<file path="src/logic/tcc_pkg.sv">
// constants, field layouts and types of the timer1 compare/control block
// ----------------------------------------------------------------------
// How it works
// - clear-on-match set: counter goes to zero the cycle after a compare A match
// - pwm enable uses compare A; counter clears the cycle after compare top match
// - outside pwm, mode 00 off, 01 toggle, 10 low, 11 high on match
// - clock select: 0 stop, 1-4 fast clock /1..8, 5-15 cpu /1..1024
// - force bit applies the pin action like a match, no flag, no interrupt
// - force uses the stored mode; outside pwm a mode written with a match is the mode applied
// - force reads zero and does nothing while pwm is enabled
// - prescaler clear resets only the prescaler, self-clears, reads zero
// - count writes land one cycle later, two cycles with the fast clock
// - matches only when counting onto the value, never from a count write
// - compare A match sets its flag after one synchronising cycle
// - with clear-on-match, a compare top match also clears the counter
// - compare A flag, its enable and global enable raise compare A request
// - overflow sets overflow flag; with enables it raises overflow request
// - compare A flag clears on vector ack or a written one, one cycle late
// - reserved bits of mask and flag registers read zero
// - overflow flag clears on vector ack or a written one, one cycle late
// - pwm mode 10 low on match, high at zero; 11 inverse; 00/01 off
// ----------------------------------------------------------------------
package tcc_pkg;

    // ------------------------------------------------------------------
    // register indices; byte address is the index times four
    // ------------------------------------------------------------------
    localparam logic [7:0] IDX_GEN_CTRL = 8'h2C;
    localparam logic [7:0] IDX_T1_CTRL = 8'h30;
    localparam logic [7:0] IDX_COUNT = 8'h31;
    localparam logic [7:0] IDX_CMP_A = 8'h32;
    localparam logic [7:0] IDX_CMP_TOP = 8'h33;
    localparam logic [7:0] IDX_IRQ_FLAGS = 8'h38;
    localparam logic [7:0] IDX_IRQ_MASK = 8'h39;

    localparam logic [7:0] ADDR_GEN_CTRL = {IDX_GEN_CTRL[5:0], 2'b00};
    localparam logic [7:0] ADDR_T1_CTRL = {IDX_T1_CTRL[5:0], 2'b00};
    localparam logic [7:0] ADDR_COUNT = {IDX_COUNT[5:0], 2'b00};
    localparam logic [7:0] ADDR_CMP_A = {IDX_CMP_A[5:0], 2'b00};
    localparam logic [7:0] ADDR_CMP_TOP = {IDX_CMP_TOP[5:0], 2'b00};
    localparam logic [7:0] ADDR_IRQ_FLAGS = {IDX_IRQ_FLAGS[5:0], 2'b00};
    localparam logic [7:0] ADDR_IRQ_MASK = {IDX_IRQ_MASK[5:0], 2'b00};

    // ------------------------------------------------------------------
    // field positions and reset values
    // ------------------------------------------------------------------
    localparam int FORCE_A_BIT = 2;
    localparam int PRESC_CLR_BIT = 1;
    localparam int CMP_A_IRQ_BIT = 6;
    localparam int OVF_IRQ_BIT = 2;
    localparam logic [7:0] RST_BYTE = 8'h00;
    localparam logic [7:0] COUNT_MAX = 8'hFF;

    // ------------------------------------------------------------------
    // clock select codes and prescaler widths
    // ------------------------------------------------------------------
    localparam logic [3:0] CS_STOP = 4'h0;
    localparam logic [3:0] CS_FAST_LAST = 4'h4;
    localparam logic [3:0] CS_CPU_FIRST = 4'h5;
    localparam int FAST_DIV_W = 3;
    localparam int CPU_DIV_W = 10;
    localparam logic [1:0] WR_DELAY_SYNC = 2'h1;
    localparam logic [1:0] WR_DELAY_ASYNC = 2'h2;

    typedef enum logic [1:0] {
        OUT_OFF = 2'b00,
        OUT_TOGGLE = 2'b01,
        OUT_LOW = 2'b10,
        OUT_HIGH = 2'b11
    } tcc_out_mode_t;

    typedef struct packed {
        logic clear_on_match;
        logic pwm_a_enable;
        logic cmp_a_mode_hi;
        logic cmp_a_mode_lo;
        logic [3:0] clock_source_select;
    } tcc_ctrl_t;

endpackage : tcc_pkg

</file>
<file path="src/logic/tcc_prescaler.sv">
// counter clock prescaler: fast clock and cpu clock dividers with select
`timescale 1ns/1ps
module tcc_prescaler import tcc_pkg::*; (
    input wire logic clock_i,
    input wire logic resetn_i,
    input wire logic fast_en_i,
    input wire logic clear_i,
    input wire logic [3:0] select_i,
    output logic tick_o
);

    logic [FAST_DIV_W-1:0] fast_cnt_reg;
    logic [CPU_DIV_W-1:0] cpu_cnt_reg;
    logic [CPU_DIV_W-1:0] mask;
    logic tick_next;

    // ------------------------------------------------------------------
    // free-running dividers; clear leaves the timer count alone
    // ------------------------------------------------------------------
    always_ff @(posedge clock_i or negedge resetn_i) begin
        if (!resetn_i) begin
            fast_cnt_reg <= '0;
        end else if (clear_i) begin
            fast_cnt_reg <= '0;
        end else if (fast_en_i) begin
            fast_cnt_reg <= fast_cnt_reg + 1'b1;
        end
    end

    always_ff @(posedge clock_i or negedge resetn_i) begin
        if (!resetn_i) begin
            cpu_cnt_reg <= '0;
        end else if (clear_i) begin
            cpu_cnt_reg <= '0;
        end else begin
            cpu_cnt_reg <= cpu_cnt_reg + 1'b1;
        end
    end

    // ------------------------------------------------------------------
    // tick selection: a divide by 2^n fires when the low n bits are ones
    // ------------------------------------------------------------------
    always_comb begin
        mask = '0;
        tick_next = 1'b0;
        if (clear_i || select_i == CS_STOP) begin
            tick_next = 1'b0;
        end else if (select_i <= CS_FAST_LAST) begin
            mask = CPU_DIV_W'((11'h1 << (select_i - 4'h1)) - 11'h1);
            tick_next = fast_en_i &&
                ((fast_cnt_reg & mask[FAST_DIV_W-1:0]) == mask[FAST_DIV_W-1:0]);
        end else begin
            mask = CPU_DIV_W'((11'h1 << (select_i - CS_CPU_FIRST)) - 11'h1);
            tick_next = ((cpu_cnt_reg & mask) == mask);
        end
    end

    always_ff @(posedge clock_i or negedge resetn_i) begin
        if (!resetn_i) begin
            tick_o <= 1'b0;
        end else begin
            tick_o <= tick_next;
        end
    end

endmodule : tcc_prescaler

</file>
<file path="src/logic/tcc_timer1.sv">
// timer1 with compare A, compare top, pin action and flags, avalon-mm slave
`timescale 1ns/1ps
module tcc_timer1 import tcc_pkg::*; (
    input wire logic clock_i,
    input wire logic resetn_i,
    input wire logic [7:0] avs_address_i,
    input wire logic avs_read_i,
    input wire logic avs_write_i,
    input wire logic [3:0] avs_byteenable_i,
    input wire logic [31:0] avs_writedata_i,
    output logic [31:0] avs_readdata_o,
    output logic avs_waitrequest_o,
    input wire logic fast_clk_en_i,
    input wire logic global_irq_enable_i,
    input wire logic cmp_a_vector_ack_i,
    input wire logic overflow_vector_ack_i,
    output logic cmp_a_pin_o,
    output logic cmp_a_pin_oe_o,
    output logic cmp_a_irq_o,
    output logic overflow_irq_o
);

    // ------------------------------------------------------------------
    // declarations
    // ------------------------------------------------------------------
    tcc_ctrl_t ctrl_reg;
    logic [7:0] count_reg;
    logic [7:0] cmp_a_buf_reg;
    logic [7:0] cmp_a_reg;
    logic [7:0] cmp_top_reg;
    logic [7:0] count_wdata_reg;
    logic [1:0] wr_delay_reg;
    logic clr_pend_reg;
    logic ev_a_reg;
    logic ev_ovf_reg;
    logic cmp_a_irq_en_reg;
    logic ovf_irq_en_reg;
    logic cmp_a_flag_reg;
    logic ovf_flag_reg;
    logic clr_a_pend_reg;
    logic clr_ovf_pend_reg;
    logic [31:0] rdata_next;

    logic req;
    logic wr;
    logic [7:0] wdata;
    logic wr_gen;
    logic wr_ctrl;
    logic wr_count;
    logic wr_cmp_a;
    logic wr_top;
    logic wr_flags;
    logic wr_mask;

    logic tick;
    logic presc_clear;
    logic load_now;
    logic counting;
    logic [7:0] count_inc;
    logic match_a;
    logic match_top;
    logic clr_now;
    logic overflow;
    logic force_a;
    logic async_src;
    tcc_out_mode_t mode_eff;

    // ------------------------------------------------------------------
    // avalon-mm slave: one wait cycle, then the answer
    // ------------------------------------------------------------------
    assign req = avs_read_i | avs_write_i;
    assign wr = avs_write_i & ~avs_waitrequest_o & avs_byteenable_i[0];
    assign wdata = avs_writedata_i[7:0];
    assign wr_gen = wr && (avs_address_i == ADDR_GEN_CTRL);
    assign wr_ctrl = wr && (avs_address_i == ADDR_T1_CTRL);
    assign wr_count = wr && (avs_address_i == ADDR_COUNT);
    assign wr_cmp_a = wr && (avs_address_i == ADDR_CMP_A);
    assign wr_top = wr && (avs_address_i == ADDR_CMP_TOP);
    assign wr_flags = wr && (avs_address_i == ADDR_IRQ_FLAGS);
    assign wr_mask = wr && (avs_address_i == ADDR_IRQ_MASK);

    always_ff @(posedge clock_i or negedge resetn_i) begin
        if (!resetn_i) begin
            avs_waitrequest_o <= 1'b1;
        end else if (req && avs_waitrequest_o) begin
            avs_waitrequest_o <= 1'b0;
        end else begin
            avs_waitrequest_o <= 1'b1;
        end
    end

    // reserved and write-only bits fall through as zero
    always_comb begin
        rdata_next = '0;
        case (avs_address_i)
            ADDR_T1_CTRL: begin
                rdata_next[7:0] = ctrl_reg;
            end
            ADDR_COUNT: begin
                rdata_next[7:0] = count_reg;
            end
            ADDR_CMP_A: begin
                rdata_next[7:0] = cmp_a_buf_reg;
            end
            ADDR_CMP_TOP: begin
                rdata_next[7:0] = cmp_top_reg;
            end
            ADDR_IRQ_MASK: begin
                rdata_next[CMP_A_IRQ_BIT] = cmp_a_irq_en_reg;
                rdata_next[OVF_IRQ_BIT] = ovf_irq_en_reg;
            end
            ADDR_IRQ_FLAGS: begin
                rdata_next[CMP_A_IRQ_BIT] = cmp_a_flag_reg;
                rdata_next[OVF_IRQ_BIT] = ovf_flag_reg;
            end
            default: begin
                rdata_next = '0;
            end
        endcase
    end

    always_ff @(posedge clock_i or negedge resetn_i) begin
        if (!resetn_i) begin
            avs_readdata_o <= '0;
        end else if (avs_read_i && avs_waitrequest_o) begin
            avs_readdata_o <= rdata_next;
        end
    end

    // ------------------------------------------------------------------
    // control, compare and mask registers
    // ------------------------------------------------------------------
    always_ff @(posedge clock_i or negedge resetn_i) begin
        if (!resetn_i) begin
            ctrl_reg <= tcc_ctrl_t'(RST_BYTE);
        end else if (wr_ctrl) begin
            ctrl_reg <= tcc_ctrl_t'(wdata);
        end
    end

    always_ff @(posedge clock_i or negedge resetn_i) begin
        if (!resetn_i) begin
            cmp_top_reg <= RST_BYTE;
        end else if (wr_top) begin
            cmp_top_reg <= wdata;
        end
    end

    always_ff @(posedge clock_i or negedge resetn_i) begin
        if (!resetn_i) begin
            cmp_a_irq_en_reg <= 1'b0;
            ovf_irq_en_reg <= 1'b0;
        end else if (wr_mask) begin
            cmp_a_irq_en_reg <= wdata[CMP_A_IRQ_BIT];
            ovf_irq_en_reg <= wdata[OVF_IRQ_BIT];
        end
    end

    // in pwm mode a new compare A waits for the top so no odd pulse appears
    always_ff @(posedge clock_i or negedge resetn_i) begin
        if (!resetn_i) begin
            cmp_a_buf_reg <= RST_BYTE;
        end else if (wr_cmp_a) begin
            cmp_a_buf_reg <= wdata;
        end
    end

    always_ff @(posedge clock_i or negedge resetn_i) begin
        if (!resetn_i) begin
            cmp_a_reg <= RST_BYTE;
        end else if (!ctrl_reg.pwm_a_enable || match_top) begin
            cmp_a_reg <= wr_cmp_a ? wdata : cmp_a_buf_reg;
        end
    end

    // ------------------------------------------------------------------
    // prescaler
    // ------------------------------------------------------------------
    assign presc_clear = wr_gen & wdata[PRESC_CLR_BIT];

    tcc_prescaler u_prescaler (
        .clock_i(clock_i),
        .resetn_i(resetn_i),
        .fast_en_i(fast_clk_en_i),
        .clear_i(presc_clear),
        .select_i(ctrl_reg.clock_source_select),
        .tick_o(tick)
    );

    // ------------------------------------------------------------------
    // counter: software load, then clear, then counting
    // ------------------------------------------------------------------
    assign async_src = (ctrl_reg.clock_source_select != CS_STOP) &&
        (ctrl_reg.clock_source_select <= CS_FAST_LAST);
    assign load_now = (wr_delay_reg == WR_DELAY_SYNC);
    assign counting = tick & ~load_now & ~clr_pend_reg;
    assign count_inc = count_reg + 8'h01;
    assign match_a = counting && (count_inc == cmp_a_reg);
    assign match_top = counting && (count_inc == cmp_top_reg);
    assign clr_now = (ctrl_reg.clear_on_match && (match_a || match_top)) ||
        (ctrl_reg.pwm_a_enable && match_top);
    assign overflow = (counting && count_reg == COUNT_MAX) ||
        (ctrl_reg.pwm_a_enable && match_top);

    always_ff @(posedge clock_i or negedge resetn_i) begin
        if (!resetn_i) begin
            count_wdata_reg <= RST_BYTE;
            wr_delay_reg <= '0;
        end else if (wr_count) begin
            count_wdata_reg <= wdata;
            wr_delay_reg <= async_src ? WR_DELAY_ASYNC : WR_DELAY_SYNC;
        end else if (wr_delay_reg != 2'h0) begin
            wr_delay_reg <= wr_delay_reg - 2'h1;
        end
    end

    always_ff @(posedge clock_i or negedge resetn_i) begin
        if (!resetn_i) begin
            clr_pend_reg <= 1'b0;
        end else begin
            clr_pend_reg <= clr_now;
        end
    end

    always_ff @(posedge clock_i or negedge resetn_i) begin
        if (!resetn_i) begin
            count_reg <= RST_BYTE;
        end else if (load_now) begin
            count_reg <= count_wdata_reg;
        end else if (clr_pend_reg) begin
            count_reg <= RST_BYTE;
        end else if (tick) begin
            count_reg <= count_inc;
        end
    end

    // ------------------------------------------------------------------
    // compare A pin
    // ------------------------------------------------------------------
    // outside pwm a mode written in the same cycle as a match is the one applied; force uses the stored mode
    assign mode_eff = wr_ctrl ? tcc_out_mode_t'(wdata[5:4]) :
        tcc_out_mode_t'({ctrl_reg.cmp_a_mode_hi, ctrl_reg.cmp_a_mode_lo});
    assign force_a = wr_gen & wdata[FORCE_A_BIT] & ~ctrl_reg.pwm_a_enable;

    always_ff @(posedge clock_i or negedge resetn_i) begin
        if (!resetn_i) begin
            cmp_a_pin_oe_o <= 1'b0;
        end else if (wr_ctrl ? wdata[6] : ctrl_reg.pwm_a_enable) begin
            cmp_a_pin_oe_o <= mode_eff[1];
        end else begin
            cmp_a_pin_oe_o <= (mode_eff != OUT_OFF);
        end
    end

    always_ff @(posedge clock_i or negedge resetn_i) begin
        if (!resetn_i) begin
            cmp_a_pin_o <= 1'b0;
        end else if (ctrl_reg.pwm_a_enable) begin
            if (ctrl_reg.cmp_a_mode_hi && match_a) begin
                cmp_a_pin_o <= ctrl_reg.cmp_a_mode_lo;
            end else if (ctrl_reg.cmp_a_mode_hi && count_reg == RST_BYTE) begin
                cmp_a_pin_o <= ~ctrl_reg.cmp_a_mode_lo;
            end
        end else if (match_a || force_a) begin
            case (mode_eff)
                OUT_TOGGLE: begin
                    cmp_a_pin_o <= ~cmp_a_pin_o;
                end
                OUT_LOW: begin
                    cmp_a_pin_o <= 1'b0;
                end
                OUT_HIGH: begin
                    cmp_a_pin_o <= 1'b1;
                end
                default: begin
                    cmp_a_pin_o <= cmp_a_pin_o;
                end
            endcase
        end
    end

    // ------------------------------------------------------------------
    // flags: events pass one sync stage; a set beats a same-cycle clear
    // ------------------------------------------------------------------
    always_ff @(posedge clock_i or negedge resetn_i) begin
        if (!resetn_i) begin
            ev_a_reg <= 1'b0;
            ev_ovf_reg <= 1'b0;
        end else begin
            ev_a_reg <= match_a;
            ev_ovf_reg <= overflow;
        end
    end

    always_ff @(posedge clock_i or negedge resetn_i) begin
        if (!resetn_i) begin
            clr_a_pend_reg <= 1'b0;
            clr_ovf_pend_reg <= 1'b0;
        end else begin
            clr_a_pend_reg <= wr_flags & wdata[CMP_A_IRQ_BIT];
            clr_ovf_pend_reg <= wr_flags & wdata[OVF_IRQ_BIT];
        end
    end

    always_ff @(posedge clock_i or negedge resetn_i) begin
        if (!resetn_i) begin
            cmp_a_flag_reg <= 1'b0;
        end else if (ev_a_reg) begin
            cmp_a_flag_reg <= 1'b1;
        end else if (clr_a_pend_reg || cmp_a_vector_ack_i) begin
            cmp_a_flag_reg <= 1'b0;
        end
    end

    always_ff @(posedge clock_i or negedge resetn_i) begin
        if (!resetn_i) begin
            ovf_flag_reg <= 1'b0;
        end else if (ev_ovf_reg) begin
            ovf_flag_reg <= 1'b1;
        end else if (clr_ovf_pend_reg || overflow_vector_ack_i) begin
            ovf_flag_reg <= 1'b0;
        end
    end

    // ------------------------------------------------------------------
    // interrupt requests to the cpu
    // ------------------------------------------------------------------
    always_ff @(posedge clock_i or negedge resetn_i) begin
        if (!resetn_i) begin
            cmp_a_irq_o <= 1'b0;
            overflow_irq_o <= 1'b0;
        end else begin
            cmp_a_irq_o <= cmp_a_flag_reg & cmp_a_irq_en_reg & global_irq_enable_i;
            overflow_irq_o <= ovf_flag_reg & ovf_irq_en_reg & global_irq_enable_i;
        end
    end

endmodule : tcc_timer1

</file>
<file path="config.mk">
export PLATFORM = sky130hd
export DESIGN_NAME = tcc_timer1
export DESIGN_NICKNAME = d
export VERILOG_FILES = /design/src/logic/tcc_pkg.sv /design/src/logic/tcc_prescaler.sv /design/src/logic/tcc_timer1.sv
export SDC_FILE = /design/constraint.sdc
export NUM_CORES = 1
export LEC_CHECK = 0
export BUFFER_PORTS_ARGS = -buffer_cell sky130_fd_sc_hd__clkbuf_2
export CAP_MARGIN = 20
export CORE_ASPECT_RATIO = 0.75
export CORE_MARGIN = 2
export CORE_UTILIZATION = 57
export CTS_CLUSTER_DIAMETER = 200
export DETAILED_ROUTE_END_ITERATION = 10
export GPL_TIMING_DRIVEN = 0
export PLACE_DENSITY = 0.91
export SYNTH_ARGS = -nofsm -noshare
export SYNTH_HDL_FRONTEND = slang
export SYNTH_SLANG_ARGS = --single-unit
</file>
<file path="constraint.sdc">
create_clock -name clock_i -period 3.5 [get_ports clock_i]
set_input_delay 0.175 -clock clock_i [delete_from_list [all_inputs] [get_ports clock_i]]
set_output_delay 0.175 -clock clock_i [all_outputs]
set_load 0.05 [all_outputs]
</file>
Yosys cells after proc, flatten, opt, wreduce, memory -nomap -nowiden
Index checks and enable logic that the tools add are counted.
Cells by class
  $add $sub $neg: 8
  reductions and logical operators: 40
  shifts and indexed selects: 2
  div/mod/pow operators: 0
  equal/unequal tests: 17
  mux-type cells: 30
  bitwise gates (word level): 22
  order comparisons: 1
  multiply operators: 0
Operator list (number)
  == test 8 bit (second input constant): 8
  2-to-1 mux 8 bit: 4
  logical AND 1 bit: 18
  == test 8 bit: 2
  nonzero test 2 bit: 7
  bitwise AND 1 bit: 13
  2-to-1 mux 1 bit: 13
  one-hot mux 1 bit (6 select lines): 2
  one-hot mux 3 bit (4 select lines): 1
  adder 10 x 1 -> 10 bit (second input constant): 1
  bitwise AND 10 bit: 1
  == test 10 bit: 1
  2-to-1 mux 10 bit: 1
  left shift 1 x 4 -> 10 bit (first input constant): 1
  subtractor 10 x 1 -> 10 bit (second input constant): 1
  adder 8 x 1 -> 8 bit (second input constant): 1
  logical NOT 8 bit: 1
  logical OR 1 bit: 8
  2-to-1 mux 2 bit: 4
  one-hot mux 2 bit (4 select lines): 1
  nonzero test 4 bit: 2
  2-to-1 mux 3 bit: 2
  inverter 1 bit: 6
  == test 2 x 1 -> 1 bit (second input constant): 2
  other kinds (18): 19
Word-level totals
  register bits: 86
  memories: 0
  memory bits (writable): 0
  ROM bits: 0
  word-level logic and storage cells: 149
  latch bits: 0

Logic depth before layout (Yosys ltp)
Gate-level depths: netlist of run 1.
  depth after elaboration: 9
  depth in mapped cells: 13

Modules after synthesis
Synthesis of run 1 repeated with hierarchy kept, for this count alone.
Unflattened totals
  cell total of the unflattened synthesis: 488
  area total of the unflattened synthesis: 5231.3 sq um
By module, submodules not included
  tcc_timer1: seq. area each 1803.0 sq um, times used 1, cells an instance 326, area an instance 3911.3 sq um
  tcc_prescaler: seq. area each 350.3 sq um, times used 1, cells an instance 162, area an instance 1320.0 sq um

Worst setup path before layout of run 1
OpenSTA, ideal clock, no wires.
  path kind: register to register
  start point: register ctrl_reg[0] (netlist name)
  end point: register u_prescaler.tick_o
  arrival time: 2.762 ns
  setup time: 0.095 ns
  period minus slack after synthesis: 2.858 ns
  setup slack: 0.642 ns
  required time: 3.405 ns
  cell stages (with the launch flop): 12
  path buffers: 1
  path through: dfrtp_1 -> inv_1 -> ha_1 -> clkbuf_1 -> or3_4 -> a21oi_2 -> inv_1 -> ha_1 -> o22ai_1 -> or4_1 -> or3_1 -> o31ai_1
On the way
  cells in the longest elaborated chain, start to end: 8
RTL lines
  from (decl): line tcc_timer1.sv:26  | tcc_ctrl_t ctrl_reg;
  from (signal assigned): line tcc_timer1.sv:135  | ctrl_reg <= tcc_ctrl_t'(RST_BYTE);
  from (signal assigned): line tcc_timer1.sv:137  | ctrl_reg <= tcc_ctrl_t'(wdata);
  branches (longest 7 deep; another with subtractor 10 x 1 -> 10 bit)
  2-to-1 mux 1 bit (*): line tcc_prescaler.sv:46  | if (clear_i || select_i == CS_STOP) begin
  via u_prescaler.tick_next: line tcc_prescaler.sv:15  | logic tick_next;
  to (signal assigned): line tcc_prescaler.sv:62  | tick_o <= tick_next;
  to (decl): line tcc_prescaler.sv:9  | output logic tick_o
Mark *: on every way through the listed nets, which the timed path passes.
A chain may end at the register's enable or synchronous reset.

Final worst setup path of run 1
Same ends and word-level chain as after synthesis.

==> run_results.csv, run 1 <==
group,metric,value,unit
power,sequential_power_share,43.2,%
power,cell_internal_pwr,1.84,mW
yosys,synth_async_sr_flop_share,100,%
routing,routed_via_density,6.17,
worst_setup_path,critical_path_peak_fanout,9,
routing,drt-pass1-iter-count,5,
global_route,groute.usage.overall,27.5,%
worst_setup_path,critical_path_buffers_and_inverters,2,
job,drv_cap,0,
sta,drv_slew,0,
finish,fillCellCount,616,
global_route,grt_antenna_before_repair,0,
worst_setup_path,timing.critical_path.slowest_stage_cell,"dfrtp_2",
power,netSwitchingPower,922,µW
power,power.share.clock,34.6,%
placed_design,hpwl,8.93,mm
routing,via_count,4197,
power,total_leakage_power,2.77,nW
power,sw_frac_of_total,33.3,%
sta,fin_skew,0.00880,ns
routing,detail_route.iter0.violations,412,
clock_tree,cts-buffers-inserted,9,
routing,post_route_ant_nets,0,
die,core_region_area,8600,µm²
sta,achievable-frequency,306,MHz
finish,largest_register_ff_count,10,
sta,slew_limit_headroom,53.3,%
finish,layout.nets,632,
global_route,grt_pass1_wl,20.9,mm
finish,area_occupied_by_multi_input_gates,2700,µm²
worst_setup_path,r2r_startpoint,"ctrl_reg[0]",
yosys,yosysUniqueCellTypes,73,
die,die_area,9770,µm²
worst_setup_path,timing.critical_path.from,"ctrl_reg[0]",
die,initial_core_util,59.6,%
outcome,status,"finished clean",
finish,regArea,2160,µm²
die,floorplan.die.width,113,µm
sta,setup-tns-final,0,ns
worst_setup_path,critical_path.cell_chain,"inv_1, ha_2, nor2b_1, o21ai_1, a21oi_2, inv_1, ha_1, o22ai_1, or4_1, or3_1, o31ai_1",
finish,drive_above_1_share,25.3,%
clock_tree,clock_insertion_delay_at_the_later_pin_of_the_skew_report,0.35,ns
placed_design,placement.setup.worst_slack,0.0931,ns
yosys,synth.ff_latch_count,86,
yosys,postSynthCellCount,496,
power,power_per_cell_area,471,nW/µm²
worst_setup_path,timing.critical_path.arrival,3.47,ns
die,fp-row-count,29,
sta,timing.final.crit_period,3.27,ns
routing,post_drt_wl_per_cell,18.5,µm
yosys,post_synth_instance_area,5120,µm²
yosys,synth-main-ff-cell,"dfrtp_1",
worst_setup_path,critical-path-top-delay-family,"simple AND/OR/NAND/NOR gates",
worst_setup_path,timing.critical_path.from_type,"flip-flop",
die,die_height,86.1,µm
sta,grt_setup_unrepaired,"false",
power,pwr-share-comb,22.3,%
worst_hold_path,critical_hold_path_startpoint,"avs_write_i",
yosys,syn_avg_cell_area,10.3,µm²
routing,postRouteWirelength,12.6,mm
sta,setup_violations,0,
yosys,synth_edf_count,0,
power,vdd.ir_drop.worst,0.272,mV
routing,drcViolationCount,0,
worst_setup_path,rrSetupSlack,0.23,ns
finish,final_cell_mix,"83 x dfrtp_1, 37 x mux2_2, 34 x nand2_1, 34 x clkbuf_2, 32 x nor2_1",
sta,finalHoldViolCount,0,
yosys,synth_warnings,0,
worst_setup_path,critical_path.endpoint_type,"flip-flop",
finish,finalCoreUtilization,68.3,%
worst_setup_path,worstPathRequired,3.71,ns
clock_tree,tritoncts,"built",
global_route,first_global_vias,4256,
placed_design,port-buffer-count,35,
worst_hold_path,min-delay-path-class,"input pin to flip-flop",
clock_tree,cts-root-to-sink-buffers,2,
placed_design,place_congestion,0.908,
worst_setup_path,critical-path-top-cell-by-count,"inv_1",
yosys,synth.yosys.seq_area_share,42.0,%
global_route,grt_start_max_net_pins,48,
clock_tree,cts.clk_slew.worst_paths,0.07,ns
finish,layout.cells.most_common,"dfrtp_1",
clock_tree,clock_tree.root_cell,"clkbuf_16",
worst_setup_path,worst_path_largest_cell_delay,0.47,ns
sta,post-route-worst-setup-slack,0.234,ns
sta,min_period_over_period,93.3,%
sta,timing_worst_slew_pin_value,0.699,ns
worst_setup_path,timing_worst_setup_path_type,"flip-flop to flip-flop",
clock_tree,cts-htree-levels,3,
clock_tree,clock-sinks,86,
power,total_power,2.77,mW
global_route,grt_remaining_overflow,0,
die,io_pins,89,
finish,synthToLayoutAreaGrowth,14.6,%
finish,num_antenna_cells,0,
==> stage by stage <==
step	hold slack, ns	std cells	instance area (µm²)
detailed placement	0.222	663	5550
global placement	0.345	662	5520
finish	0.0250	680	5870
floorplan	-0.121	519	5210
CTS	0.0261	681	5870
global route	0.0477	680	5870
==> cell families (layout without fill, tap and decap cells) <==
| kind of cell | after synthesis | after routing | synth area share [%] |
|---|---|---|---|
| xor+xnor | 42 | 42 | 7.18 |
| simple gates | 153 | 153 | 16.6 |
| mux | 55 | 55 | 13.3 |
| flops | 86 | 86 | 42.0 |
| compound gates | 83 | 83 | 10.7 |
| buf+inv | 63 | 116 | 6.91 |
| other cells | 1 | 24 | 0.0732 |
| fa+ha+maj | 13 | 13 | 3.18 |
==> synthesized netlist by cell type, types with 8 or more instances <==
cell / count / area [µm²]
clkbuf_1: 13 / 48.8
inv_1: 16 / 60.1
xor2_1: 18 / 158
and3_1: 8 / 50.1
mux2_2: 37 / 417
nand3_1: 14 / 70.1
nand2_1: 34 / 128
mux2i_1: 8 / 80.1
a21oi_1: 13 / 65.1
nor3_1: 9 / 45.0
xnor2_1: 24 / 210
dfrtp_1: 85 / 2130
nor2_1: 32 / 120
buf_4: 26 / 195
ha_1: 13 / 163
o21ai_0: 23 / 115
==> cell type report <==
| class | count | share of cell area [%] |
|---|---|---|
| Multi-Input combinational cell | 370 | 46.0 |
| Clock inverter | 7 | 1.30 |
| Buffer | 46 | 4.94 |
| Tap cell | 108 | 2.30 |
| Inverter | 16 | 1.02 |
| Timing Repair Buffer | 38 | 3.84 |
| Clock buffer | 9 | 3.84 |
| Sequential cell | 86 | 36.7 |
==> path summary, 6_finish.rpt <==
path                            cells past startpoint                    endpoint
max in group asynchronous                           3                 ctrl_reg[4]
worst max-delay path                               11          u_prescaler.tick_o
worst min-delay path                                2           avs_waitrequest_o
worst min register to register                      1              cmp_a_flag_reg
worst max register to register                     11          u_prescaler.tick_o
min in group asynchronous                           2  u_prescaler.cpu_cnt_reg[9]
==> metal layers <==
metal | wire length (µm) | GRT usage, % | share of wire [%] | vias up
li1 | - | - | - | 1871
met1 | 5230 | 36.7 | 42 | 2025
met2 | 5740 | 44.3 | 46 | 248
met3 | 1240 | 6.01 | 9.9 | 53
met4 | 348 | 10.5 | 2.8 | 0
met5 | 0 | 0 | 0 | -
==> power by group through the flow <==
stage                     clock (mW)  sequential (mW)  combinational (mW)
final                          0.956             1.19               0.616
after CTS                      0.967             1.19               0.609
after floorplan                    0             1.19               0.449
after global placement             0             1.20               0.571
after global routing            1.01             1.21               0.684
after detailed placement           0             1.21               0.602
==> what timing repair did <==
item,in CTS,in global routing
hold buffers,2,0
endpoints found under the setup margin,1,1
resized for setup,1,2
setup buffers,0,0
pin swaps,0,0
endpoints found under the hold margin,39,0
No activity file was read; power rests on OpenSTA's default activity.
==> run 2: changes to the inputs <==
- CORE_UTILIZATION: 57 -> 51
- PLACE_DENSITY: 0.91 -> 0.87
- RECOVER_POWER: not set -> 25
- clock period: 3.5 -> 2.8 ns (I/O delays scaled with it)
==> run_results.csv, run 2 (synthesized netlist as in run 1, its figures left out) <==
group,metric,value,unit
outcome,status,"finished with violations",
outcome,violations,"setup timing",
clock_tree,cts-htree-levels,3,
finish,layout.nets,635,
global_route,grt_start_max_net_pins,45,
clock_tree,tritoncts,"built",
finish,final_area,5980,µm²
sta,finalHoldViolCount,0,
worst_setup_path,timing.critical_path.slowest_stage_cell,"or4_1",
finish,num_antenna_cells,0,
clock_tree,clock_tree.root_cell,"clkbuf_16",
routing,detail_route.iter0.violations,318,
clock_tree,clock-sinks,86,
die,io_pins,89,
sta,slew_limit_headroom,28.9,%
sta,setup-tns-final,-0.0706,ns
worst_setup_path,timing_worst_setup_path_type,"flip-flop to flip-flop",
finish,largest_register_ff_count,10,
die,core_region_area,9700,µm²
die,die_area,10900,µm²
sta,fin_skew,0.0128,ns
worst_setup_path,critical_path.cell_chain,"inv_2, ha_2, nor3_1, a21o_1, a222oi_1, o22ai_1, or4_1, or3_4, o31ai_4",
clock_tree,cts-buffers-inserted,9,
finish,finalCoreUtilization,61.7,%
placed_design,port-buffer-count,35,
sta,grt_setup_unrepaired,"true",
power,vdd.ir_drop.worst,0.521,mV
sta,drv_slew,0,
routing,drcViolationCount,0,
worst_setup_path,timing.critical_path.from,"ctrl_reg[1]",
clock_tree,cts-root-to-sink-buffers,2,
sta,final.hold.worst_slack,0.0611,ns
worst_setup_path,critical_path.endpoint_type,"flip-flop",
power,total_leakage_power,2.76,nW
routing,via_count,4127,
global_route,grt_pass1_wl,20.2,mm
die,floorplan.die.width,120,µm
worst_setup_path,critical_path_peak_fanout,7,
finish,synthToLayoutAreaGrowth,16.8,%
sta,min_period_over_period,103,%
global_route,grt_antenna_before_repair,0,
job,drv_cap,0,
placed_design,placed_inst_area,5570,µm²
worst_hold_path,min-delay-path-class,"input pin to flip-flop",
routing,postRouteWirelength,12.3,mm
die,fp-row-count,31,
routing,post_drt_wl_per_cell,17.4,µm
finish,layout.cells.most_common,"dfrtp_1",
die,die_height,90.8,µm
global_route,groute.usage.overall,23.7,%
global_route,grt_remaining_overflow,0,
placed_design,place_congestion,0.965,
worst_setup_path,worstPathRequired,3.04,ns
sta,timing.final.crit_period,2.87,ns
worst_setup_path,critical-path-top-delay-family,"simple AND/OR/NAND/NOR gates",
worst_setup_path,worst_path_largest_cell_delay,0.54,ns
sta,timing_worst_slew_pin_value,1.07,ns
power,power_per_cell_area,577,nW/µm²
worst_setup_path,critical_path_buffers_and_inverters,1,
clock_tree,clock_insertion_delay_at_the_later_pin_of_the_skew_report,0.35,ns
sta,achievable-frequency,348,MHz
sta,post-route-worst-setup-slack,-0.0706,ns
worst_setup_path,r2r_startpoint,"ctrl_reg[1]",
placed_design,hpwl,8.74,mm
finish,final_cell_mix,"83 x dfrtp_1, 37 x mux2_2, 35 x clkbuf_2",
finish,fillCellCount,763,
routing,drt-pass1-iter-count,6,
sta,setup_violations,1,
global_route,first_global_vias,4033,
clock_tree,cts.clk_slew.worst_paths,0.06,ns
worst_setup_path,timing.critical_path.arrival,3.11,ns
routing,routed_via_density,5.84,
worst_hold_path,critical_hold_path_startpoint,"global_irq_enable_i",
die,initial_core_util,52.8,%
worst_setup_path,timing.critical_path.from_type,"flip-flop",
finish,drive_above_1_share,27.3,%
routing,post_route_ant_nets,0,
[run 2: repair_timing]
action,CTS,global route
pin swaps,0,1
gates resized for setup,12,4
endpoints found under the hold margin,42,0
setup buffers,3,0
setup endpoints to repair,3,9
hold buffers,3,0
[run 2: stage by stage]
stage                     power [mW]  cells  setup WS (ns)
final                           3.45    707        -0.0706
after global routing            3.61    707         -0.173
after CTS                       3.45    708      -0.000696
after detailed placement        2.25    687         -0.490
after global placement          2.21    686         -0.406
after floorplan                 2.05    519        0.00445
[run 2: worst paths after layout]
kind / to / slack [ns] / cells after the start
max: u_prescaler.tick_o / -0.07 / 9
min: cmp_a_irq_o / 0.06 / 2
max reg2reg: u_prescaler.tick_o / -0.07 / 9
min reg2reg: ovf_flag_reg / 0.43 / 1
max in group asynchronous: count_wdata_reg[6] / 1.49 / 3
min in group asynchronous: u_prescaler.cpu_cnt_reg[9] / 0.51 / 2
[run 2: layout make-up]
| type | instances | area (µm²) | area share (%) |
|---|---|---|---|
| repair buffers | 42 | 248 | 4.14 |
| multi-input cells | 370 | 2770 | 46.3 |
| flip-flops and latches | 86 | 2160 | 36.0 |
| well taps | 132 | 165 | 2.76 |
| plain buffers | 45 | 287 | 4.79 |
| clock inverters | 5 | 60.1 | 1.00 |
| clock buffers | 11 | 233 | 3.89 |
| inverters | 16 | 63.8 | 1.07 |
[run 2: routing by layer]
metal / part of all wire [%] / GRT usage, % / vias to the layer above
met5: 0 / 0 / -
met4: 2.0 / 8.14 / 0
met3: 9.8 / 7.95 / 34
met2: 46 / 36.0 / 204
met1: 42 / 31.7 / 2006
li1: - / - / 1883
[run 2: worst reg2reg max path, stage by stage, from the launching register on]
cell and delay [ns]:
dfrtp_2 0.42, inv_2 0.13, ha_2 0.28, nor3_1 0.10, a21o_1 0.20, a222oi_1 0.35
o22ai_1 0.14, or4_1 0.54, or3_4 0.39, o31ai_4 0.22
[run 2: where the power goes]
part / internal (mW) / total (mW) / switching (mW)
Sequential: 1.37 / 1.49 / 0.123
Combinational: 0.314 / 0.777 / 0.463
Clock: 0.693 / 1.19 / 0.494
Total: 2.37 / 3.45 / 1.08
